--- src/hw/lcd_init_params.svh ---
// Constants for the character LCD reset and initialisation block
`ifndef LCD_INIT_PARAMS_SVH
`define LCD_INIT_PARAMS_SVH
`define CLK_PERIOD_NS 10
`define CLEAR_CYCLES 165
`define BUSY_TIME_US 2000
`define BUSY_CYCLES ((`BUSY_TIME_US * 1000) / `CLK_PERIOD_NS)
`define FRAME_DIV 3072
`define RST_ADVANCE_DIR 1'b1
`define RST_PAN_ON_WRITE 1'b0
`define RST_BUS_WIDTH 1'b1
`define RST_MUX_RATIO 1'b0
`define RST_BOOST_STAGE 2'h2
`define RST_DRIVE_LEVEL 6'h00
// Register map for the plain register port
`define REG_STATUS 4'h0
`define REG_ENTRY 4'h1
`define REG_DISPLAY 4'h2
`define REG_FUNC 4'h3
`define REG_ICON 4'h4
`define REG_CONF 4'h5
`define REG_DRIVE_A 4'h6
`define REG_DRIVE_B 4'h7
`define REG_BOOST 4'h8
`define REG_FRAMES 4'h9
`endif

--- src/hw/lcd_init_pkg.sv ---
// Types for the character LCD reset and initialisation block
package lcd_init_pkg;
  typedef enum logic [1:0] {ST_RESET, ST_CLEAR, ST_WAIT, ST_READY} init_state_t;
endpackage : lcd_init_pkg

--- src/hw/lcd_frame_if.sv ---
// Frame tick carrier between the top and the frame divider
interface lcd_frame_if;
  logic tick;
  modport src (output tick);
  modport dst (input tick);
endinterface : lcd_frame_if

--- src/hw/lcd_frame_div.sv ---
// Frame rate divider of the working clock
`include "lcd_init_params.svh"
module lcd_frame_div
  import lcd_init_pkg::*;
(
  input wire logic clk_i,
  input wire logic sys_rst_i,
  lcd_frame_if.src frame
);
  typedef struct packed {
    logic [11:0] cnt;
    logic tick;
  } div_state_t;
  div_state_t st, next_st;
  localparam logic [11:0] DIV_LAST = 12'(`FRAME_DIV - 1);

  always_comb begin
    next_st = st;
    next_st.tick = 1'b0;
    if (st.cnt == DIV_LAST) begin // [RL11]
      next_st.cnt = 12'h000;
      next_st.tick = 1'b1;
    end else begin
      next_st.cnt = st.cnt + 12'h001;
    end
  end

  // Bus activity never touches this counter [RL19]
  always_ff @(posedge clk_i) begin
    if (sys_rst_i) begin
      st <= '0;
    end else begin
      st <= next_st;
    end
  end

  assign frame.tick = st.tick;
endmodule : lcd_frame_div

--- src/hw/lcd_init_top.sv ---
// Reset, initialisation, host pins and register port of the LCD controller
//
// Function
// [RL1] External reset input is active high; high means reset.
// [RL2] Host holds reset high for at least three clock periods.
// [RL3] After reset, run 165-cycle screen clear and reset serial interface.
// [RL4] Busy flag reads one from reset until 2 ms initialisation ends.
// [RL5] Reset selects increment advance and no panning on write.
// [RL6] Reset clears display-on, cursor-visible and cursor-flash bits.
// [RL7] Reset selects 8-bit bus, one line, 1:18 mux, normal page.
// [RL8] Reset points the address pointer into the character buffer.
// [RL9] Reset selects character mode, no icon blink, config bits zero.
// [RL10] Reset zeroes drive levels; boost stage bits select three stages.
// [RL11] Frame rate is the working clock divided by 3072.
// [RL12] Clock may stop only during power-down.
// [RL13] Host holds power-down select low for normal operation.
// [RL14] Read/write high reads, low writes; undriven input reads high.
// [RL15] Busy flag may be shown on the top data line.
// [RL16] 4-bit mode uses only upper four data lines.
// [RL17] Data line 3 doubles as serial address least significant strap.
// [RL18] Host keeps parallel strobe low while the serial bus is used.
// [RL19] Timing and display run undisturbed by host bus transfers.
// [RL20] Host raises strobe; device latches or drives data at its fall.
// [RL21] Host waits for busy flag zero before issuing transfers.
`include "lcd_init_params.svh"
module lcd_init_top
  import lcd_init_pkg::*;
#(
  parameter int BUSY_CYCLES = `BUSY_CYCLES
)(
  input wire logic clk_i,
  input wire logic sys_rst_i,
  input wire logic powerdown_select_i,
  input wire logic strobe_i,
  input wire logic read_not_write_i,
  input wire logic instr_data_select_i,
  input wire logic [7:0] data_line_i,
  output logic [7:0] data_line_o,
  output logic [7:0] data_line_oe_o,
  output logic addr_lsb_strap_o,
  output logic serial_if_rst_o,
  output logic clearing_o,
  output logic busy_flag_o,
  output logic powerdown_o,
  output logic frame_tick_o,
  output logic [7:0] host_wr_data_o,
  output logic host_wr_instr_o,
  output logic host_wr_o,
  input wire logic [3:0] reg_addr_i,
  input wire logic [7:0] reg_wdata_i,
  input wire logic reg_wr_i,
  input wire logic reg_rd_i,
  output logic [7:0] reg_rdata_o
);
  typedef struct packed {
    init_state_t state;
    logic [21:0] cnt;
    logic busy;
    logic clearing;
    logic serial_rst;
    logic strap_done;
    logic addr_strap;
    // Pin synchronisers, first stage read only by the second
    logic [11:0] pin_s1;
    logic [11:0] pin_s2;
    logic strobe_d;
    logic nibble_hi;
    logic [3:0] nibble;
    logic advance_dir;
    logic pan_on_write;
    logic display_on;
    logic cursor_visible;
    logic cursor_flash;
    logic bus_width_bit;
    logic two_line;
    logic mux_ratio_bit;
    logic ext_page;
    logic icon_only_bit;
    logic icon_flash_bit;
    logic [3:0] conf_bits;
    logic ptr_in_symbols;
    logic [5:0] drive_a;
    logic [5:0] drive_b;
    logic [1:0] boost_stage_cfg;
    logic [7:0] frames;
    logic frame_tick;
    logic [7:0] dout;
    logic [7:0] doe;
    logic [7:0] wdata;
    logic wr_instr;
    logic wr;
    logic [7:0] rdata;
  } top_state_t;

  top_state_t st, next_st;
  lcd_frame_if frame_bus ();
  localparam logic [21:0] BUSY_LAST = 22'(BUSY_CYCLES - 1);
  localparam logic [21:0] CLEAR_LAST = 22'(`CLEAR_CYCLES - 1);

  lcd_frame_div u_div (
    .clk_i(clk_i),
    .sys_rst_i(sys_rst_i),
    .frame(frame_bus)
  );

  logic pd_s, e_s, rw_s, rs_s;
  logic [7:0] db_s;
  logic e_fall, rd_cycle, wr_cycle;

  always_comb begin
    pd_s = st.pin_s2[11];
    e_s = st.pin_s2[10];
    rw_s = st.pin_s2[9];
    rs_s = st.pin_s2[8];
    db_s = st.pin_s2[7:0];
    e_fall = st.strobe_d && !e_s; // [RL20]
    rd_cycle = e_fall && rw_s; // [RL14]
    wr_cycle = e_fall && !rw_s; // [RL14]
  end

  always_comb begin
    next_st = st;
    next_st.pin_s1 = {powerdown_select_i, strobe_i, read_not_write_i,
                      instr_data_select_i, data_line_i};
    next_st.pin_s2 = st.pin_s1;
    next_st.strobe_d = e_s;
    next_st.wr = 1'b0;
    next_st.serial_rst = 1'b0;
    next_st.frame_tick = frame_bus.tick;
    if (frame_bus.tick) begin
      next_st.frames = st.frames + 8'h01;
    end
    // Strap caught once, after reset release, from the synchronised line
    if (!st.strap_done) begin
      next_st.strap_done = 1'b1;
      next_st.addr_strap = db_s[3]; // [RL17]
    end
    case (st.state)
      ST_RESET: begin
        next_st.state = ST_CLEAR;
        next_st.serial_rst = 1'b1; // [RL3]
        next_st.clearing = 1'b1;
        next_st.cnt = 22'h000000;
      end
      ST_CLEAR: begin
        next_st.cnt = st.cnt + 22'h000001;
        if (st.cnt == CLEAR_LAST) begin // [RL3]
          // Busy wait counts from zero, not on from the clear count
          next_st.cnt = 22'h000000;
          next_st.clearing = 1'b0;
          next_st.state = ST_WAIT;
        end
      end
      ST_WAIT: begin
        next_st.cnt = st.cnt + 22'h000001;
        if (st.cnt == BUSY_LAST) begin // [RL4]
          next_st.busy = 1'b0;
          next_st.state = ST_READY;
        end
      end
      ST_READY: begin
      end
      default: begin
        next_st.state = ST_RESET;
      end
    endcase
    // Bus turnaround: let go of the lines as soon as a new strobe rises
    if (e_s && !st.strobe_d) begin // [RL20]
      next_st.doe = 8'h00;
    end
    // Instruction read: drive on strobe fall; busy on the top line [RL15]
    if (rd_cycle && !rs_s) begin
      next_st.doe = st.bus_width_bit ? 8'hff : 8'hf0; // [RL16]
      next_st.dout = {st.busy, 7'h00};
    end else if (wr_cycle) begin
      next_st.doe = 8'h00;
      if (st.bus_width_bit) begin
        next_st.wdata = db_s;
        next_st.wr_instr = !rs_s;
        next_st.wr = 1'b1;
      end else if (!st.nibble_hi) begin
        next_st.nibble = db_s[7:4]; // [RL16]
        next_st.nibble_hi = 1'b1;
      end else begin
        next_st.wdata = {st.nibble, db_s[7:4]};
        next_st.wr_instr = !rs_s;
        next_st.wr = 1'b1;
        next_st.nibble_hi = 1'b0;
      end
    end else if (rd_cycle) begin
      next_st.doe = st.bus_width_bit ? 8'hff : 8'hf0;
      next_st.dout = 8'h00;
    end
    // Register port, one-cycle read latency
    if (reg_wr_i) begin
      case (reg_addr_i)
        `REG_ENTRY: {next_st.advance_dir, next_st.pan_on_write} = reg_wdata_i[1:0];
        `REG_DISPLAY: {next_st.display_on, next_st.cursor_visible,
                       next_st.cursor_flash} = reg_wdata_i[2:0];
        `REG_FUNC: {next_st.bus_width_bit, next_st.two_line,
                    next_st.mux_ratio_bit, next_st.ext_page} = reg_wdata_i[3:0];
        `REG_ICON: {next_st.ptr_in_symbols, next_st.icon_only_bit,
                    next_st.icon_flash_bit} = reg_wdata_i[2:0];
        `REG_CONF: next_st.conf_bits = reg_wdata_i[3:0];
        `REG_DRIVE_A: next_st.drive_a = reg_wdata_i[5:0];
        `REG_DRIVE_B: next_st.drive_b = reg_wdata_i[5:0];
        `REG_BOOST: next_st.boost_stage_cfg = reg_wdata_i[1:0];
        default: begin
        end
      endcase
    end
    next_st.rdata = 8'h00;
    if (reg_rd_i) begin
      case (reg_addr_i)
        `REG_STATUS: next_st.rdata = {3'h0, pd_s, st.addr_strap, st.nibble_hi,
                                      st.clearing, st.busy};
        `REG_ENTRY: next_st.rdata = {6'h00, st.advance_dir, st.pan_on_write};
        `REG_DISPLAY: next_st.rdata = {5'h00, st.display_on, st.cursor_visible,
                                       st.cursor_flash};
        `REG_FUNC: next_st.rdata = {4'h0, st.bus_width_bit, st.two_line,
                                    st.mux_ratio_bit, st.ext_page};
        `REG_ICON: next_st.rdata = {5'h00, st.ptr_in_symbols, st.icon_only_bit,
                                    st.icon_flash_bit};
        `REG_CONF: next_st.rdata = {4'h0, st.conf_bits};
        `REG_DRIVE_A: next_st.rdata = {2'h0, st.drive_a};
        `REG_DRIVE_B: next_st.rdata = {2'h0, st.drive_b};
        `REG_BOOST: next_st.rdata = {6'h00, st.boost_stage_cfg};
        `REG_FRAMES: next_st.rdata = st.frames;
        default: next_st.rdata = 8'h00;
      endcase
    end
  end

  // Reset is synchronous; host keeps it for at least three edges [RL1] [RL2]
  always_ff @(posedge clk_i) begin
    if (sys_rst_i) begin
      st <= '0;
      st.state <= ST_RESET;
      st.busy <= 1'b1; // [RL4]
      st.advance_dir <= `RST_ADVANCE_DIR; // [RL5]
      st.pan_on_write <= `RST_PAN_ON_WRITE; // [RL5]
      st.display_on <= 1'b0; // [RL6]
      st.bus_width_bit <= `RST_BUS_WIDTH; // [RL7]
      st.mux_ratio_bit <= `RST_MUX_RATIO; // [RL7]
      st.ptr_in_symbols <= 1'b0; // [RL8]
      st.icon_only_bit <= 1'b0; // [RL9]
      st.drive_a <= `RST_DRIVE_LEVEL; // [RL10]
      st.drive_b <= `RST_DRIVE_LEVEL; // [RL10]
      st.boost_stage_cfg <= `RST_BOOST_STAGE; // [RL10]
      // Pins keep being sampled so the strap sees the real level at release
      st.pin_s1 <= next_st.pin_s1;
      st.pin_s2 <= st.pin_s1;
    end else begin
      st <= next_st;
    end
  end

  always_comb begin
    data_line_o = st.dout;
    data_line_oe_o = st.doe;
    addr_lsb_strap_o = st.addr_strap;
    serial_if_rst_o = st.serial_rst;
    clearing_o = st.clearing;
    busy_flag_o = st.busy;
    powerdown_o = st.pin_s2[11];
    frame_tick_o = st.frame_tick;
    host_wr_data_o = st.wdata;
    host_wr_instr_o = st.wr_instr;
    host_wr_o = st.wr;
    reg_rdata_o = st.rdata;
  end
endmodule : lcd_init_top

--- config.mk ---
export PLATFORM = sky130hd
export DESIGN_NAME = lcd_init_top
export DESIGN_NICKNAME = d
export VERILOG_FILES = /design/src/hw/lcd_init_pkg.sv /design/src/hw/lcd_frame_if.sv /design/src/hw/lcd_frame_div.sv /design/src/hw/lcd_init_top.sv
export VERILOG_INCLUDE_DIRS = /design/src /design/src/hw
export SDC_FILE = /design/constraint.sdc
export NUM_CORES = 1
export LEC_CHECK = 0
export BUFFER_PORTS_ARGS = -buffer_cell sky130_fd_sc_hd__buf_4
export CAP_MARGIN = 20
export CORE_ASPECT_RATIO = 0.75
export CORE_MARGIN = 10
export CORE_UTILIZATION = 41
export CTS_CLUSTER_DIAMETER = 200
export DETAILED_ROUTE_END_ITERATION = 10
export SLEW_MARGIN = 20
export SYNTH_ARGS = -nofsm -noshare
export SYNTH_HDL_FRONTEND = slang
export SYNTH_SLANG_ARGS = --single-unit
export TNS_END_PERCENT = 10
--- constraint.sdc ---
create_clock -name clk_i -period 1.63 [get_ports clk_i]
set_input_delay 0.2445 -clock clk_i [delete_from_list [all_inputs] [get_ports clk_i]]
set_output_delay 0.2445 -clock clk_i [all_outputs]
set_load 0.02 [all_outputs]
==> metrics.txt, run 1 <==
# TYPE chip_impl_metric gauge
chip_impl_metric{name="number_of_buffers_inserted_during_clock_tree_synthesis",unit=""} 17
chip_impl_metric{name="route.met3.wl",unit="um"} 733
chip_impl_metric{name="distinct_cells_synth",unit=""} 61
chip_impl_metric{name="timing.critical_path.arrival",unit="ns"} 2.13
chip_impl_metric{name="initial_core_util",unit="%"} 41.8
chip_impl_metric{name="final.setup.worst_slack",unit="ns"} -0.202
chip_impl_metric{name="hold_violations",unit=""} 0
chip_impl_metric{name="synthAdderAreaFrac",unit="%"} 1.97
chip_impl_metric{name="grt_first_pass_wirelength",unit="mm"} 23.1
chip_impl_metric{name="yosys.area_share.xor_xnor",unit="%"} 2.91
chip_impl_info{name="failed_checks",value="setup timing"} 1
chip_impl_metric{name="finalSetupViolCount",unit=""} 22
chip_impl_metric{name="synth.mux.area_fraction",unit="%"} 7.39
chip_impl_metric{name="number_of_input_and_output_port_buffers_inserted",unit=""} 58
chip_impl_metric{name="syn-instance-count",unit=""} 633
chip_impl_metric{name="remaining_drc_errors",unit=""} 0
chip_impl_metric{name="power_leakage",unit="nW"} 3.12
chip_impl_metric{name="seqPwrFrac",unit="%"} 41.5
chip_impl_metric{name="cts.sinks",unit=""} 132
chip_impl_info{name="tritoncts",value="done"} 1
chip_impl_metric{name="tightest_slew",unit="ns"} 0.653
chip_impl_metric{name="cts_max_level",unit=""} 4
chip_impl_metric{name="gr-total-overflow",unit=""} 0
chip_impl_metric{name="design.portCount",unit=""} 68
chip_impl_metric{name="pin_count_of_the_biggest_net_entering_global_routing",unit=""} 71
chip_impl_info{name="crit_path_top_delay_cell",value="or4_4"} 1
chip_impl_metric{name="p_clk_share",unit="%"} 48.0
chip_impl_metric{name="coreArea",unit="um2"} 13700
chip_impl_metric{name="crit_required",unit="ns"} 1.93
chip_impl_info{name="worst_setup_path_end_kind",value="flop"} 1
chip_impl_info{name="highest-signal-layer",value="met4"} 1
chip_impl_metric{name="syn2layout_area_growth",unit="%"} 31.6
chip_impl_metric{name="route.detailed.wl_per_inst",unit="um"} 15.2
chip_impl_metric{name="die_height",unit="um"} 122
chip_impl_metric{name="synth-warning-count",unit=""} 0
chip_impl_metric{name="vias_in_the_first_global_route",unit=""} 4717
chip_impl_metric{name="period_share",unit="%"} 112
chip_impl_metric{name="postRouteAntennaNets",unit=""} 0
chip_impl_metric{name="drt-initial-drc-count",unit=""} 417
chip_impl_metric{name="tns",unit="ns"} -2.22
chip_impl_metric{name="antennaDiodeCount",unit=""} 0
chip_impl_metric{name="die_area",unit="um2"} 19100
chip_impl_info{name="criticalPathCategory",value="reg2reg"} 1
chip_impl_metric{name="cellPowerDensity",unit="nW/um2"} 1080
chip_impl_metric{name="postRouteWirelength",unit="mm"} 14.1
chip_impl_info{name="run_status",value="finished, violations left"} 1
chip_impl_metric{name="number_of_flops_mapped_to_enable_cells_by_yosys",unit=""} 0
chip_impl_info{name="dominant_combinational_cell_family_by_area_after_synthesis",value="simple AND/OR/NAND/NOR gates"} 1
chip_impl_metric{name="final-max-slew-violation-count",unit=""} 0
chip_impl_metric{name="vias_per_cell",unit=""} 5.19
chip_impl_metric{name="drt_pre_antenna_iters",unit=""} 5
chip_impl_info{name="startpoint_type_of_the_worst_setup_path",value="flop"} 1
chip_impl_metric{name="synth_async_sr_flop_share",unit="%"} 0
chip_impl_metric{name="all_layer_global_routing_usage",unit="%"} 14.9
chip_impl_metric{name="worstSkewPairLatency",unit="ns"} 0.41
chip_impl_metric{name="place_congestion",unit=""} 0.864
chip_impl_metric{name="worst_clock_skew",unit="ns"} 0.00649
chip_impl_info{name="critical-path-top-delay-family",value="simple AND/OR/NAND/NOR gates"} 1
chip_impl_info{name="root_buffer",value="clkbuf_16"} 1
chip_impl_metric{name="synth-seq-area-share",unit="%"} 46.2
chip_impl_metric{name="synthesis.area",unit="um2"} 5720
chip_impl_info{name="cp_cell_sequence",value="ha_4 -> nand4_4 -> buf_6 -> or4_4 -> o21ai_2 -> nor2_1 -> a221o_1"} 1
chip_impl_metric{name="fillers",unit=""} 1212
chip_impl_metric{name="finalNetCount",unit=""} 777
chip_impl_metric{name="max_freq",unit="MHz"} 546
chip_impl_metric{name="p_sw",unit="mW"} 1.90
chip_impl_metric{name="antenna_found_initial",unit=""} 0
chip_impl_metric{name="worstPathBufferInverterCount",unit=""} 1
chip_impl_metric{name="cap_violations",unit=""} 0
chip_impl_metric{name="cell_internal_power",unit="mW"} 6.25
chip_impl_info{name="timing.hold.worst.class",value="in2reg"} 1
chip_impl_metric{name="critical_path_maximum_fanout",unit=""} 5
chip_impl_metric{name="dr_total_vias",unit=""} 4812
chip_impl_metric{name="worst_slew_margin_rel",unit="%"} 55.3
chip_impl_metric{name="clock_path_buffers",unit=""} 2
chip_impl_metric{name="power.share.switching",unit="%"} 23.3
chip_impl_info{name="rsz0062_at_grt",value="true"} 1
chip_impl_metric{name="setup.reg_to_reg.worst_slack",unit="ns"} -0.20
chip_impl_metric{name="synth-simple-area-share",unit="%"} 22.3
chip_impl_metric{name="synth_compound_gate_area_share",unit="%"} 11.2
chip_impl_metric{name="layout_min_cycle_time",unit="ns"} 1.83
chip_impl_metric{name="detailroute.wirelength.met2",unit="mm"} 6.30
chip_impl_metric{name="rows",unit=""} 37
chip_impl_metric{name="final_layout_size_suffix_gt1_share",unit="%"} 27.6
chip_impl_info{name="dominantRegCellSynth",value="dfxtp_1"} 1
chip_impl_metric{name="dp.final_hpwl",unit="mm"} 9.90
chip_impl_metric{name="horiz_die_dim",unit="um"} 156
chip_impl_metric{name="worst_setup_hold_path_clk_slew",unit="ns"} 0.06
chip_impl_metric{name="p_comb_share",unit="%"} 10.6
chip_impl_metric{name="cp_slowest_stage_delay",unit="ns"} 0.52
chip_impl_metric{name="synth-seq-cells",unit=""} 132
chip_impl_metric{name="irDropWorstVdd",unit="mV"} 0.812
chip_impl_metric{name="report.power.total",unit="mW"} 8.15
chip_impl_metric{name="synthesis.area_per_instance",unit="um2"} 9.04
chip_impl_metric{name="wl_met1",unit="mm"} 6.81
[cells by family (layout without fill, tap and decap cells)]
| family | after synthesis | after routing |
|---|---|---|
| and+or+nand+nor | 250 | 250 |
| DFF | 132 | 132 |
| AOI/OAI and AO/OA | 99 | 100 |
| buffers and inverters | 81 | 194 |
| muxes | 42 | 42 |
| xor gates and xnor gates | 19 | 19 |
| adders and majority gates | 9 | 9 |
| other | 1 | 7 |
[worst paths after layout]
path / cells after the start / endpoint / from
hold reg to reg: 0 / rw_s / next_st[88]
setup / recovery: 7 / st[122] / st[109]
hold / removal: 3 / st[56] / reg_wdata_i[5]
setup reg to reg: 7 / st[122] / st[109]
[worst min-delay path, cell delays in order]
cell and delay [ns]:
buf_4 0.08, mux2i_1 0.05, nor2_1 0.07
[through the flow]
step / utilization, % / hold slack [ns] / cell area (um2) / setup WS, ns / cells
after CTS: 54.7 / 0.0634 / 7500 / -0.208 / 928
after floorplan: - / 0.272 / 5780 / -0.0259 / 639
final: 55.0 / 0.0795 / 7530 / -0.202 / 928
after global placement: 48.5 / 0.314 / 6650 / -0.179 / 881
after detailed placement: 48.5 / 0.314 / 6650 / -0.229 / 881
after global routing: 55.0 / 0.0792 / 7530 / -0.254 / 928
[Yosys cell counts, drive strengths merged, types with 4 or more instances]
cell    count  area share, %
a211oi     10            1.3
a21o        6           0.79
a21oi      37            3.2
a31oi       5           0.55
and3       19            2.1
buf        45            5.6
clkbuf     20            1.3
dfxtp     132             46
ha          9            2.0
inv        15           0.98
mux2i      40            7.0
nand2      45            3.0
nand2b      8           0.87
nand3      32            2.8
nand3b      4           0.52
nand4      14            1.7
nor2       80            5.3
nor2b      10            1.1
nor3       11            1.0
o21ai      19            1.7
o311ai      5            1.2
or3         9           0.98
xnor2       8            1.2
xor2       11            1.7
[final cells by class]
class                           instances  area [um2]  area share (%)
Multi-Input combinational cell        427        2790            37.0
Clock buffer                           23         509            6.76
Inverter                               16        60.1           0.797
Timing Repair Buffer                  146        1180            15.7
Clock inverter                          9         118            1.56
Tap cell                              175         219            2.91
Sequential cell                       132        2650            35.2
[metal layers]
layer | vias up | GRT usage [%]
met1 | 2288 | 19.3
met2 | 128 | 23.0
li1 | 2376 | -
met5 | - | 0
met4 | 0 | 6.53
met3 | 20 | 4.19
[placed cells by master, fill, tap and decap left out, types with 4 or more instances in the layout]
cell type / n
clkbuf_8: 4
a31oi_1: 5
buf_4: 128
nor2b_1: 8
a211oi_1: 9
nand3_1: 30
o21ai_0: 10
ha_1: 6
clkinv_4: 6
nor3_1: 10
clkbuf_16: 18
xnor2_1: 8
nand3b_1: 4
nand2b_1: 8
dlygate4sd3_1: 12
and3_1: 18
inv_1: 14
dfxtp_1: 127
xor2_1: 11
nand2_1: 44
a21o_1: 6
o21ai_1: 6
nor2_2: 4
conb_1: 7
or3_1: 8
a21oi_1: 36
buf_12: 4
nand4_1: 12
nor2_1: 76
mux2i_1: 40
[registers in the layout (all words and copies together) (netlist names), 2 cells and up]
register,flops
st,69
u_div.st,12
data_line_oe_o,2
host_wr_data_o,8
reg_rdata_o,8
db_s,8
next_st,12
[power groups by stage]
| stage | clock (mW) | sequential (mW) | combinational (mW) |
|---|---|---|---|
| 2_1_floorplan | 0 | 3.46 | 0.437 |
| 3_3_place_gp | 0 | 3.45 | 0.730 |
| 3_5_place_dp | 0 | 3.46 | 0.744 |
| 4_1_cts | 4.01 | 3.38 | 0.857 |
| 5_1_grt | 4.14 | 3.39 | 0.939 |
| 6_report | 3.91 | 3.38 | 0.860 |
[what timing repair did]
item                       in CTS  in global routing
cloned                          1                  0
hold endpoints to repair       12                  0
setup endpoints to repair      32                 33
pin swaps                       5                  5
hold buffers                   12                  0
buffers inserted                2                  0
resized for setup              21                  8
Power figures use the tool's default switching activity.
==> run 2, diff against run 1 <==
--- a/config.mk
+++ b/config.mk
@@ -13,6 +13,7 @@
 export CORE_UTILIZATION = 41
 export CTS_CLUSTER_DIAMETER = 200
 export DETAILED_ROUTE_END_ITERATION = 10
+export PLACE_DENSITY = 0.72
 export SLEW_MARGIN = 20
 export SYNTH_ARGS = -nofsm -noshare
 export SYNTH_HDL_FRONTEND = slang
==> run 2 against run 1 <==
- the flow still finishes with violations (setup timing)
- critical endpoint is now st[110]
- routed wire length up 5.2%
- flip-flop and latch count unchanged
- worst hold slack better by 0.0061 ns
- sequential share of layout area down 0.87 points
==> metrics.txt, run 2 (synthesis gave the netlist of run 1 again) <==
# TYPE chip_impl_metric gauge
chip_impl_info{name="run_status",value="finished, violations left"} 1
chip_impl_info{name="failed_checks",value="setup timing"} 1
chip_impl_metric{name="pin_count_of_the_biggest_net_entering_global_routing",unit=""} 44
chip_impl_metric{name="instances_no_fill",unit=""} 937
chip_impl_metric{name="drt_pre_antenna_iters",unit=""} 5
chip_impl_metric{name="antennaDiodeCount",unit=""} 0
chip_impl_info{name="worst_setup_path_startpoint",value="st[131]"} 1
chip_impl_metric{name="worst_r2r_path_depth",unit=""} 10
chip_impl_metric{name="layout_min_cycle_time",unit="ns"} 1.81
chip_impl_metric{name="gr-total-overflow",unit=""} 0
chip_impl_metric{name="all_layer_global_routing_usage",unit="%"} 15.0
chip_impl_metric{name="p_clk_share",unit="%"} 48.0
chip_impl_metric{name="cts_max_level",unit=""} 4
chip_impl_info{name="layout.cells.most_common",value="buf_4"} 1
chip_impl_metric{name="clock_path_buffers",unit=""} 2
chip_impl_info{name="commonest_non_fill_non_tap_cells_in_the_layout",value="134 x buf_4, 120 x dfxtp_1, 76 x nor2_1"} 1
chip_impl_metric{name="p_comb_share",unit="%"} 12.3
chip_impl_metric{name="cell_internal_power",unit="mW"} 6.46
chip_impl_metric{name="postRouteAntennaNets",unit=""} 0
chip_impl_metric{name="final-max-slew-violation-count",unit=""} 0
chip_impl_metric{name="crit_required",unit="ns"} 1.92
chip_impl_info{name="timing.rr.end",value="st[110]"} 1
chip_impl_metric{name="horiz_die_dim",unit="um"} 156
chip_impl_metric{name="tns",unit="ns"} -2.86
chip_impl_metric{name="die_height",unit="um"} 122
chip_impl_metric{name="dp.final_hpwl",unit="mm"} 10.1
chip_impl_metric{name="rows",unit=""} 37
chip_impl_metric{name="p_sw",unit="mW"} 2.06
chip_impl_info{name="timing.rr.start",value="st[131]"} 1
chip_impl_metric{name="place_congestion",unit=""} 0.894
chip_impl_metric{name="max_freq",unit="MHz"} 552
chip_impl_info{name="criticalPathCategory",value="reg2reg"} 1
chip_impl_metric{name="design.portCount",unit=""} 68
chip_impl_metric{name="postRouteWirelength",unit="mm"} 14.8
chip_impl_info{name="crit_path_top_delay_cell",value="dfxtp_2"} 1
chip_impl_metric{name="cap_violations",unit=""} 0
chip_impl_metric{name="hold_violations",unit=""} 0
chip_impl_metric{name="final_util",unit="%"} 56.6
chip_impl_metric{name="number_of_input_and_output_port_buffers_inserted",unit=""} 58
chip_impl_metric{name="vias_per_cell",unit=""} 5.26
chip_impl_metric{name="worstSkewPairLatency",unit="ns"} 0.41
chip_impl_metric{name="cp_slowest_stage_delay",unit="ns"} 0.33
chip_impl_metric{name="syn2layout_area_growth",unit="%"} 35.5
chip_impl_metric{name="initial_core_util",unit="%"} 41.8
chip_impl_metric{name="power.share.switching",unit="%"} 24.2
chip_impl_info{name="startpoint_type_of_the_worst_setup_path",value="flop"} 1
chip_impl_metric{name="seqPwrFrac",unit="%"} 39.8
chip_impl_metric{name="period_share",unit="%"} 111
chip_impl_metric{name="irDropWorstVdd",unit="mV"} 0.882
chip_impl_metric{name="dr_total_vias",unit=""} 4924
chip_impl_metric{name="report.power.total",unit="mW"} 8.52
chip_impl_metric{name="vias_in_the_first_global_route",unit=""} 4767
chip_impl_metric{name="coreArea",unit="um2"} 13700
chip_impl_metric{name="critical_path_maximum_fanout",unit=""} 6
chip_impl_metric{name="remaining_drc_errors",unit=""} 0
chip_impl_info{name="tritoncts",value="done"} 1
chip_impl_metric{name="drt-initial-drc-count",unit=""} 438
chip_impl_info{name="register_bank_with_the_most_flops",value="st"} 1
chip_impl_metric{name="power_leakage",unit="nW"} 3.18
chip_impl_info{name="worstSetupEndpoint",value="st[110]"} 1
chip_impl_metric{name="number_of_buffers_inserted_during_clock_tree_synthesis",unit=""} 17
chip_impl_info{name="cp_cell_sequence",value="buf_6 -> buf_12 -> ha_4 -> inv_1 -> and4_4 -> a211oi_4 -> buf_6 -> buf_4 -> a21oi_1 -> mux2i_1"} 1
chip_impl_metric{name="grt_first_pass_wirelength",unit="mm"} 23.6
chip_impl_metric{name="worst_clock_skew",unit="ns"} 0.00807
chip_impl_metric{name="finalNetCount",unit=""} 786
chip_impl_metric{name="cts.sinks",unit=""} 132
chip_impl_info{name="rsz0062_at_grt",value="true"} 1
chip_impl_metric{name="finalSetupViolCount",unit=""} 22
chip_impl_metric{name="largest_register_ffs",unit=""} 69
chip_impl_info{name="root_buffer",value="clkbuf_16"} 1
chip_impl_metric{name="post-place-cells",unit=""} 883
chip_impl_info{name="timing.hold.worst.class",value="in2reg"} 1
chip_impl_metric{name="final.setup.worst_slack",unit="ns"} -0.182
chip_impl_metric{name="worst_setup_hold_path_clk_slew",unit="ns"} 0.06
chip_impl_info{name="worst_path_most_repeated_cell",value="buf_6"} 1
chip_impl_metric{name="cellPowerDensity",unit="nW/um2"} 1100
chip_impl_metric{name="final_layout_size_suffix_gt1_share",unit="%"} 31.0
chip_impl_metric{name="route.detailed.wl_per_inst",unit="um"} 15.8
chip_impl_metric{name="worst_slew_margin_rel",unit="%"} 46.1
chip_impl_metric{name="final.hold.worst_slack",unit="ns"} 0.0856
chip_impl_metric{name="setup.reg_to_reg.worst_slack",unit="ns"} -0.18
chip_impl_metric{name="tightest_slew",unit="ns"} 0.805
chip_impl_metric{name="antenna_found_initial",unit=""} 0
chip_impl_metric{name="die_area",unit="um2"} 19100
chip_impl_info{name="worst_setup_path_end_kind",value="flop"} 1
chip_impl_metric{name="timing.critical_path.arrival",unit="ns"} 2.10
## run 2: critical path: cells and delay by family, from the launching register on
kind,cells,cell delay (ns)
muxes,1,0.09
and+or+nand+nor,1,0.29
AOI/OAI and AO/OA,2,0.24
DFF,1,0.33
buffers and inverters,5,0.59
adders and majority gates,1,0.15
## run 2: per-layer routing
| metal | track usage, % | share of wire, % |
|---|---|---|
| met5 | 0 | 0 |
| met4 | 4.53 | 1.0 |
| met2 | 24.4 | 47 |
| met1 | 19.6 | 46 |
| met3 | 3.46 | 6.0 |
## run 2: layout make-up
type / instances / area [um2]
fillers: 1144 / 5950
multi-input cells: 427 / 2920
flip-flops and latches: 132 / 2670
repair buffers: 155 / 1250
clock buffers: 19 / 443
well taps: 175 / 219
clock inverters: 13 / 194
inverters: 16 / 65.1
## run 2: power groups by stage
stage	clock network, mW	logic (mW)	registers (mW)
after floorplan	0	0.437	3.46
after global placement	0	0.700	3.45
after detailed placement	0	0.730	3.45
after CTS	4.14	0.877	3.38
after global routing	4.29	1.12	3.40
final	4.09	1.05	3.39
## run 2: worst min path at each step
stage | cells after the start | endpoint | start | slack, ns
floorplan | 0 | next_st[79] | data_line_i[0] | 0.27
global placement | 0 | db_s[3] | next_st[82] | 0.31
detailed placement | 0 | e_s | next_st[89] | 0.31
CTS | 3 | st[55] | reg_wdata_i[4] | 0.08
global route | 3 | st[55] | reg_wdata_i[4] | 0.09
finish | 3 | st[55] | reg_wdata_i[4] | 0.09
## run 2: stage by stage
| step | area, um2 | setup WS, ns |
|---|---|---|
| floorplan | 5780 | -0.0259 |
| global placement | 6630 | -0.236 |
| detailed placement | 6630 | -0.395 |
| CTS | 7550 | -0.183 |
| global route | 7760 | -0.243 |
| finish | 7760 | -0.182 |
## run 2: what timing repair did
action | in CTS | in global routing
endpoints found under the setup margin | 34 | 35
resized for setup | 32 | 31
cloned | 2 | 1
pin swaps | 10 | 9
hold endpoints to repair | 12 | 0
hold buffers | 12 | 0
buffers inserted | 3 | 4
